## src/rtl/xrs_pkg.sv

```systemverilog
// Package: constants and carrier types for the peripheral-bus strobe decode block.
// Assumes a single 100 MHz clock and ISA commands sampled synchronously.
package xrs_pkg;

  // ==========================================================================
  // Port decode
  localparam logic [15:0] XRS_RTC_ADDR_PORT  = 16'h0070;
  localparam logic [15:0] XRS_RTC_DATA_PORT  = 16'h0071;

  // ==========================================================================
  // Timing
  localparam int          XRS_CLK_PERIOD_NS  = 10;
  localparam int          XRS_ALE_SYSCLKS    = 2;

  // ==========================================================================
  // Reset values
  localparam logic        XRS_ALE_RST        = 1'b0;
  localparam logic        XRS_SEL_N_RST      = 1'b1;
  localparam logic        XRS_DIR_N_RST      = 1'b1;
  localparam logic        XRS_INIT_RST       = 1'b0;

  // ==========================================================================
  // Carriers
  typedef struct packed {
    logic        ior_n;
    logic        iow_n;
    logic        memr_n;
    logic        dack_n;
    logic        isa_master;
    logic        bios_hit;
    logic        apic_hit;
    logic [15:0] io_addr;
  } xrs_cmd_t;

  typedef struct packed {
    logic ale_gpo_en;
    logic ale_gpo_val;
    logic sel_gpo_en;
    logic sel_gpo_val;
    logic dir_gpo_en;
    logic dir_gpo_val;
  } xrs_gpo_cfg_t;

endpackage : xrs_pkg

```

## src/rtl/xrs_strobe_decode.sv

```systemverilog
// Strobe and decode logic for the RTC strobes, peripheral buffer direction and INIT.
// Assumes ISA commands, decode hits and configuration are synchronous to clk_i.
//
// Summary of operation
// - Keyboard reset request drives processor INIT
// - Port 70h write pulses address latch strobe
// - Strobe rises on IOW fall, two SYSCLKs
// - Strobe low in and after reset
// - Select low during port 71h accesses
// - Strobe and select can become outputs
// - Select and direction high in reset
// - Direction output steers peripheral data buffer
// - Direction low for every I/O read
// - Memory reads only for firmware or APIC
// - PCI reads assert on command fall
// - ISA memory reads need firmware decode only
// - Negate direction on read command rise
// - DMA reads follow acknowledge edges
// - Direction otherwise held high
// - Direction can become general output
module xrs_strobe_decode
  import xrs_pkg::*;
#(
  parameter int SYSCLK_DIV = 12
) (
  input  wire logic         clk_i,
  input  wire logic         sys_rst_i,
  input  wire logic         ce_i,
  input  wire xrs_cmd_t     cmd_i,
  input  wire logic         dma_rd_i,
  input  wire logic         kbc_rst_req_i,
  input  wire xrs_gpo_cfg_t gpo_cfg_i,
  output logic              cpu_init_o,
  output logic              rtc_addr_latch_strobe_o,
  output logic              rtc_select_n_o,
  output logic              periph_buf_dir_n_o
);

  initial begin
    if (SYSCLK_DIV < 1) $error("xrs_strobe_decode: SYSCLK_DIV must be at least 1");
  end

  localparam int CW = $clog2(SYSCLK_DIV * XRS_ALE_SYSCLKS + 1);
  localparam logic [CW-1:0] ALE_CYCLES = CW'(SYSCLK_DIV * XRS_ALE_SYSCLKS);

  // ==========================================================================
  // Command edges
  logic [3:0] fall;
  logic [3:0] rise;

  xrs_edge_det #(
    .W (4)
  ) u_edges (
    .clk_i     (clk_i),
    .sys_rst_i (sys_rst_i),
    .ce_i      (ce_i),
    .sig_i     ({cmd_i.dack_n, cmd_i.memr_n, cmd_i.iow_n, cmd_i.ior_n}),
    .fall_o    (fall),
    .rise_o    (rise)
  );

  logic ior_fall;
  logic iow_fall;
  logic memr_fall;
  logic dack_fall;
  logic ior_rise;
  logic memr_rise;
  logic dack_rise;
  assign ior_fall  = fall[0];
  assign iow_fall  = fall[1];
  assign memr_fall = fall[2];
  assign dack_fall = fall[3];
  assign ior_rise  = rise[0];
  assign memr_rise = rise[2];
  assign dack_rise = rise[3];

  // ==========================================================================
  // INIT request
  always_ff @(posedge clk_i) begin
    if (sys_rst_i) begin
      cpu_init_o <= XRS_INIT_RST;
    end else if (ce_i) begin
      cpu_init_o <= kbc_rst_req_i;
    end
  end

  // ==========================================================================
  // Address latch strobe
  logic [CW-1:0] ale_cnt_q;
  logic          ale_hit;
  assign ale_hit = iow_fall && (cmd_i.io_addr == XRS_RTC_ADDR_PORT);

  always_ff @(posedge clk_i) begin
    if (sys_rst_i) begin
      ale_cnt_q <= '0;
    end else if (ce_i) begin
      if (ale_hit) begin
        ale_cnt_q <= ALE_CYCLES;
      end else if (ale_cnt_q != '0) begin
        ale_cnt_q <= ale_cnt_q - CW'(1);
      end
    end
  end

  always_ff @(posedge clk_i) begin
    if (sys_rst_i) begin
      rtc_addr_latch_strobe_o <= XRS_ALE_RST;
    end else if (ce_i) begin
      if (gpo_cfg_i.ale_gpo_en) begin
        rtc_addr_latch_strobe_o <= gpo_cfg_i.ale_gpo_val;
      end else begin
        rtc_addr_latch_strobe_o <= ale_hit || (ale_cnt_q > CW'(1));
      end
    end
  end

  // ==========================================================================
  // RTC select
  logic sel_hit;
  assign sel_hit = (~cmd_i.ior_n | ~cmd_i.iow_n) && (cmd_i.io_addr == XRS_RTC_DATA_PORT);

  always_ff @(posedge clk_i) begin
    if (sys_rst_i) begin
      rtc_select_n_o <= XRS_SEL_N_RST;
    end else if (ce_i) begin
      if (gpo_cfg_i.sel_gpo_en) begin
        rtc_select_n_o <= gpo_cfg_i.sel_gpo_val;
      end else begin
        rtc_select_n_o <= ~sel_hit;
      end
    end
  end

  // ==========================================================================
  // Buffer direction
  logic dir_act_q;
  logic mem_ok;
  assign mem_ok = cmd_i.isa_master ? cmd_i.bios_hit
                                   : (cmd_i.bios_hit | cmd_i.apic_hit);

  always_ff @(posedge clk_i) begin
    if (sys_rst_i) begin
      dir_act_q <= 1'b0;
    end else if (ce_i) begin
      if (ior_rise || memr_rise || (dma_rd_i && dack_rise)) begin
        dir_act_q <= 1'b0;
      end else if (ior_fall) begin
        dir_act_q <= 1'b1;
      end else if (memr_fall && mem_ok) begin
        dir_act_q <= 1'b1;
      end else if (dma_rd_i && dack_fall) begin
        dir_act_q <= 1'b1;
      end
    end
  end

  always_ff @(posedge clk_i) begin
    if (sys_rst_i) begin
      periph_buf_dir_n_o <= XRS_DIR_N_RST;
    end else if (ce_i) begin
      if (gpo_cfg_i.dir_gpo_en) begin
        periph_buf_dir_n_o <= gpo_cfg_i.dir_gpo_val;
      end else begin
        periph_buf_dir_n_o <= ~dir_act_q;
      end
    end
  end

endmodule // xrs_strobe_decode

```

## src/rtl/xrs_edge_det.sv

```systemverilog
// Edge detector: one-cycle pulses on falling and rising edges of a vector.
// Assumes inputs synchronous to clk_i.
module xrs_edge_det
  import xrs_pkg::*;
#(
  parameter int W = 4
) (
  input  wire logic         clk_i,
  input  wire logic         sys_rst_i,
  input  wire logic         ce_i,
  input  wire logic [W-1:0] sig_i,
  output logic      [W-1:0] fall_o,
  output logic      [W-1:0] rise_o
);

  initial begin
    if (W < 1) $error("xrs_edge_det: W must be at least 1");
  end

  logic [W-1:0] prev_q;

  // ==========================================================================
  // History, idles high as the strobes are active low
  always_ff @(posedge clk_i) begin
    if (sys_rst_i) begin
      prev_q <= '1;
    end else if (ce_i) begin
      prev_q <= sig_i;
    end
  end

  genvar g;
  generate
    for (g = 0; g < W; g++) begin : g_bit
      assign fall_o[g] = prev_q[g] & ~sig_i[g];
      assign rise_o[g] = ~prev_q[g] & sig_i[g];
    end
  endgenerate

endmodule // xrs_edge_det

```

## config.mk

```make
export PLATFORM = sky130hd
export DESIGN_NAME = xrs_strobe_decode
export DESIGN_NICKNAME = d
export VERILOG_FILES = /design/src/rtl/xrs_pkg.sv /design/src/rtl/xrs_strobe_decode.sv /design/src/rtl/xrs_edge_det.sv
export SDC_FILE = /design/constraint.sdc
export NUM_CORES = 1
export LEC_CHECK = 0
export BUFFER_PORTS_ARGS = -buffer_cell sky130_fd_sc_hd__buf_2
export CAP_MARGIN = 5
export CORE_MARGIN = 2
export CORE_UTILIZATION = 31
export CTS_CLUSTER_DIAMETER = 30
export DETAILED_ROUTE_END_ITERATION = 7
export PLACE_DENSITY = 0.69
export SYNTH_ARGS = -nofsm -noshare
export SYNTH_HDL_FRONTEND = slang
export SYNTH_HIERARCHICAL = 1
export SYNTH_SLANG_ARGS = --single-unit
```

## constraint.sdc

```tcl
create_clock -name clk_i -period 1.6 [get_ports clk_i]
set_clock_uncertainty 0.15 [all_clocks]
set_input_delay 0.32 -clock clk_i [delete_from_list [all_inputs] [get_ports clk_i]]
set_output_delay 0.32 -clock clk_i [all_outputs]
set_load 0.005 [all_outputs]
```

After elaboration in Yosys (flattened, before gate mapping)
Index checks and enable logic that the tools add are counted.
{"block": "word_totals", "register_bits": 14}
{"block": "op_classes", "add_sub_neg": 1, "n_lt_le_gt_ge": 1, "n_eq_ne": 2, "mux": 10, "bitwise_logic": 18, "reduce_logical": 13}
{"op": "16-bit by 7-bit equality test with 1-bit output, second input constant", "count": 2}
{"op": "5-bit 2-to-1 mux", "count": 2}
{"op": "1-bit NOT", "count": 9}
{"op": "1-bit 2-to-1 mux", "count": 8}
{"op": "1-bit AND", "count": 7}
{"op": "5-bit by 1-bit > comparator with 1-bit output, second input constant", "count": 1}
{"op": "1-bit logical AND", "count": 5}
{"op": "5-bit nonzero test", "count": 1}
{"op": "5-bit by 1-bit subtractor with 5-bit output, second input constant", "count": 1}
{"op": "2-bit AND reduction", "count": 2}
{"op": "4-bit nonzero test", "count": 1}
{"op": "1-bit logical OR", "count": 3}
{"op": "1-bit bitwise OR", "count": 2}
{"op": "2-bit nonzero test", "count": 1}

Longest topological paths before layout
{"block": "depth", "depth_word": 7, "depth_mapped": 6}

Modules after synthesis
Netlist, hierarchy kept.
{"mod": "xrs_strobe_decode", "instances": 1, "cells_each": 76, "area_each_um2": 629.4, "seq_area_each_um2": 200.2}
{"mod": "xrs_edge_det", "instances": 1, "cells_each": 20, "area_each_um2": 190.2, "seq_area_each_um2": 80.1}

Worst setup path before layout
No wires, ideal clock.
{"block": "synth_timing", "path_kind": "flip-flop to flip-flop", "startpoint": "reg ale_cnt_q[0]", "endpoint": "reg ale_cnt_q[0]", "setup_ns": 0.075, "t_arrival_ns": 1.196, "required_ns": 1.375, "path_slack_ns": 0.179, "stages_incl_launch_ff": 7, "n_path_buf": 0, "period_less_slack_ns": 1.421, "cell_sequence": "dfxtp_1 -> inv_1 -> ha_1 -> inv_1 -> o21ai_4 -> or3_1 -> o22ai_1"}
{"block": "synth_via", "elab_chain_cells": 3, "word_cells_on_any_way": 6, "classes_between": "add/sub: 1; mux: 2; reduce/logical: 3"}
{"item": "start, declared", "line_no": "xrs_strobe_decode.sv:89", "text": "logic [CW-1:0] ale_cnt_q;"}
{"item": "start signal, assigned", "line_no": "xrs_strobe_decode.sv:100", "text": "ale_cnt_q <= ale_cnt_q - CW'(1);"}
{"item": "5-bit by 1-bit subtractor with 5-bit output / 5-bit nonzero test (equally long branches)", "line_no": "xrs_strobe_decode.sv:100, xrs_strobe_decode.sv:99"}
{"item": "5-bit 2-to-1 mux / 2-bit nonzero test (equally long branches)"}
{"item": "5-bit 2-to-1 mux / 2-bit AND reduction (equally long branches)"}
Several ways; a longest one is shown, not always the timed one. The select of a mux whose other input is x is not followed.
A chain may end at the register's enable or synchronous reset.

Final worst setup path
{"block": "layout_timing", "startpoint": "reg ale_cnt_q[1]", "endpoint": "reg ale_cnt_q[0]"}
{"block": "layout_via", "elab_chain_cells": 3}
{"item": "5-bit nonzero test", "line_no": "xrs_strobe_decode.sv:99", "text": "end else if (ale_cnt_q != '0) begin"}
{"item": "2-bit nonzero test (no line)"}
{"item": "2-bit AND reduction (no line)"}
Every way passes these cells.

==> run_results.csv <==
group,metric,value,unit
finish,nets,175,
route,wire_per_inst,11.56,um
sta,slew_headroom,77.47,%
sta,finalHoldViolations,0,
min_path,hold_depth,2,
sta,finalCritPeriodShare,92.41,%
clocking,cts_buffers,3,
route,viasPerCell,5.012,
route,drt_pre_antenna_iters,4,
sta,whs,0.1203,ns
run_status,status,"finished, final reports clean",
clocking,htreeDepth,1,
min_path,min_from,"cmd_i[19]",
sta,slew_viol_final,0,
floorplanning,io_pins,38,
clocking,cts_sinks,14,
power_and_ir_drop,combinationalPowerShare,31.4,%
floorplanning,die-width,55.22,um
sta,fin_ws,0.1214,ns
place,dp.cells,164,
sta,grt_setup_unrepaired,"false",
setup_path,cp-start-kind,"register",
route,drtIter0Drc,28,
sta,fin_crit,1.479,ns
place,place_congestion,0.8325,
global_route,grtUsageTotal,13.40,%
sta,tns,0,ns
power_and_ir_drop,p_total,0.9887,mW
power_and_ir_drop,intPower,0.6910,mW
route,drc_errors,0,
place,place_ws,0.04875,ns
route,routed_wl,1942,um
power_and_ir_drop,p_switching,0.2977,mW
power_and_ir_drop,p_per_area,905.1,nW/um2
sta,max_freq,676.3,MHz
floorplanning,start_util,32.83,%
finish,layout.cells.non_filler,168,
power_and_ir_drop,ir_drop,0.0004824,V
logic_synthesis,netlist_area,813.3,um2
floorplanning,rows,18,
sta,setup_viol,0,
floorplanning,die_h,55.22,um
global_route,grt_pass1_vias,796,
setup_path,rr_worst_depth,6,
finish,n_fill_cell,264,
setup_path,r2r_slack,0.12,ns
sta,tightest_slew,0.3335,ns
flow_run,cap_violations,0,
place,hpwlAfterDp,1578,um
clocking,clk_latency,0.27,ns
power_and_ir_drop,clkPwrFrac,25.5,%
setup_path,critPathKind,"reg2reg",
logic_synthesis,yosys_warnings,6,
power_and_ir_drop,p_seq_share,43.0,%
power_and_ir_drop,p_sw_share,30.11,%
finish,drive_gt1_share,37.68,%
global_route,antenna_found_initial,0,
global_route,grt_remaining_overflow,0,
logic_synthesis,syn_inst,95,
clocking,clkTransAtPathRegs,0.08,ns
min_path,hold_class,"in2reg",
setup_path,worst_r2r_startpoint,"ale_cnt_q[1]$_SDFFE_PP0P_",
clocking,cts_tree,"yes",
finish,synthToLayoutAreaGrowth,34.31,%
setup_path,end_kind,"register",
route,vias,842,
clocking,cts-root-buf,"clkbuf_4",
route,ant_nets,0,
setup_path,cp.arrival,1.54,ns
clocking,clockBufferDepth,2,
power_and_ir_drop,power_leakage,0.4899,nW
floorplanning,dieArea,3049,um2
place,io_buffers,37,
setup_path,r2r_end,"ale_cnt_q[0]$_SDFFE_PP0P_",
logic_synthesis,syn_area_per_cell,8.561,um2
setup_path,cp_max_fo,5,
global_route,grt_max_degree,17,
min_path,min_to,"u_edges/prev_q[3]$_SDFFE_PP1P_",
clocking,postCtsHoldBufs,0,
clocking,cts_setup_buffers,0,
floorplanning,core_area,2477,um2
setup_path,critPathRequiredTime,1.66,ns
logic_synthesis,syn_nets,131,
global_route,grt_pass1_wl,3346,um
finish,n_antenna_cell,0,
## final cells by class
cell class,instances,area [um2],share of cell area [%]
multi-input cells,73,499.2,45.70
flip-flops and latches,14,281.5,25.77
repair buffers,41,215.2,19.70
well taps,30,37.54,3.436
clock buffers,4,36.28,3.322
inverters,6,22.52,2.062
## worst max path at each step
stage,startpoint,end,slack [ns],cells after the start
final,ale_cnt_q[1]$_SDFFE_PP0P_,ale_cnt_q[0]$_SDFFE_PP0P_,0.12,6
after global routing,ale_cnt_q[1]$_SDFFE_PP0P_,ale_cnt_q[1]$_SDFFE_PP0P_,0.001,6
after CTS,ale_cnt_q[1]$_SDFFE_PP0P_,ale_cnt_q[0]$_SDFFE_PP0P_,0.05,6
after detailed placement,cmd_i[12],ale_cnt_q[0]$_SDFFE_PP0P_,0.05,5
after global placement,cmd_i[8],ale_cnt_q[4]$_SDFFE_PP0P_,0.09,5
after floorplan,ale_cnt_q[0]$_SDFFE_PP0P_,ale_cnt_q[0]$_SDFFE_PP0P_,0.18,6
## power groups by stage
stage | sequential (mW) | clock [mW] | combinational, mW
after CTS | 0.425 | 0.268 | 0.314
final | 0.426 | 0.253 | 0.311
after global routing | 0.433 | 0.281 | 0.354
after detailed placement | 0.431 | 0 | 0.312
after floorplan | 0.428 | 0 | 0.204
after global placement | 0.430 | 0 | 0.302
## critical path, stage by stage, from the launching register on
cell     delay (ns)
dfxtp_2        0.37
inv_1          0.07
ha_1           0.21
inv_1          0.10
o21ai_4        0.08
or3_1          0.30
o22ai_1        0.13
## stage by stage
| stage | util, % | cell area (um2) |
|---|---|---|
| 3_5_place_dp | 42.58 | 1055 |
| 4_1_cts | 44.04 | 1091 |
| 3_3_place_gp | 42.58 | 1055 |
| 2_1_floorplan | - | 813.3 |
| 5_1_grt | 44.09 | 1092 |
| 6_report | 44.09 | 1092 |
## cell usage in the layout (no fill, tap or decap), types with 3 or more instances in the layout
| cell | instances |
|---|---|
| o21ai_0 | 4 |
| a211o_1 | 5 |
| nand3b_1 | 3 |
| clkbuf_4 | 3 |
| nor2b_1 | 13 |
| inv_1 | 6 |
| nand2_1 | 4 |
| nor2_1 | 8 |
| buf_4 | 4 |
| buf_2 | 37 |
| o22ai_1 | 4 |
| a21oi_1 | 5 |
| dfxtp_1 | 13 |
## per-layer routing
| layer | up-vias | GRT usage (%) | wire [um] |
|---|---|---|---|
| met5 | - | 0 | 0 |
| met4 | 0 | 6.272 | 0 |
| met3 | 0 | 3.279 | 160 |
| met2 | 34 | 22.79 | 955 |
| met1 | 376 | 15.68 | 827 |
| li1 | 432 | - | - |
## flip-flops by register name, indices dropped and copies added (netlist names)
| signal | cells |
|---|---|
| ale_cnt_q | 5 |
| cpu_init_o | 1 |
| dir_act_q | 1 |
| periph_buf_dir_n_o | 1 |
| rtc_addr_latch_strobe_o | 1 |
| rtc_select_n_o | 1 |
| u_edges/prev_q | 4 |
## repair_timing
item | CTS | global route
endpoints found under the setup margin | 0 | 2
gates resized for setup | 0 | 1
hold endpoints to repair | 0 | 0
No activity file was read; power rests on OpenSTA's default activity.
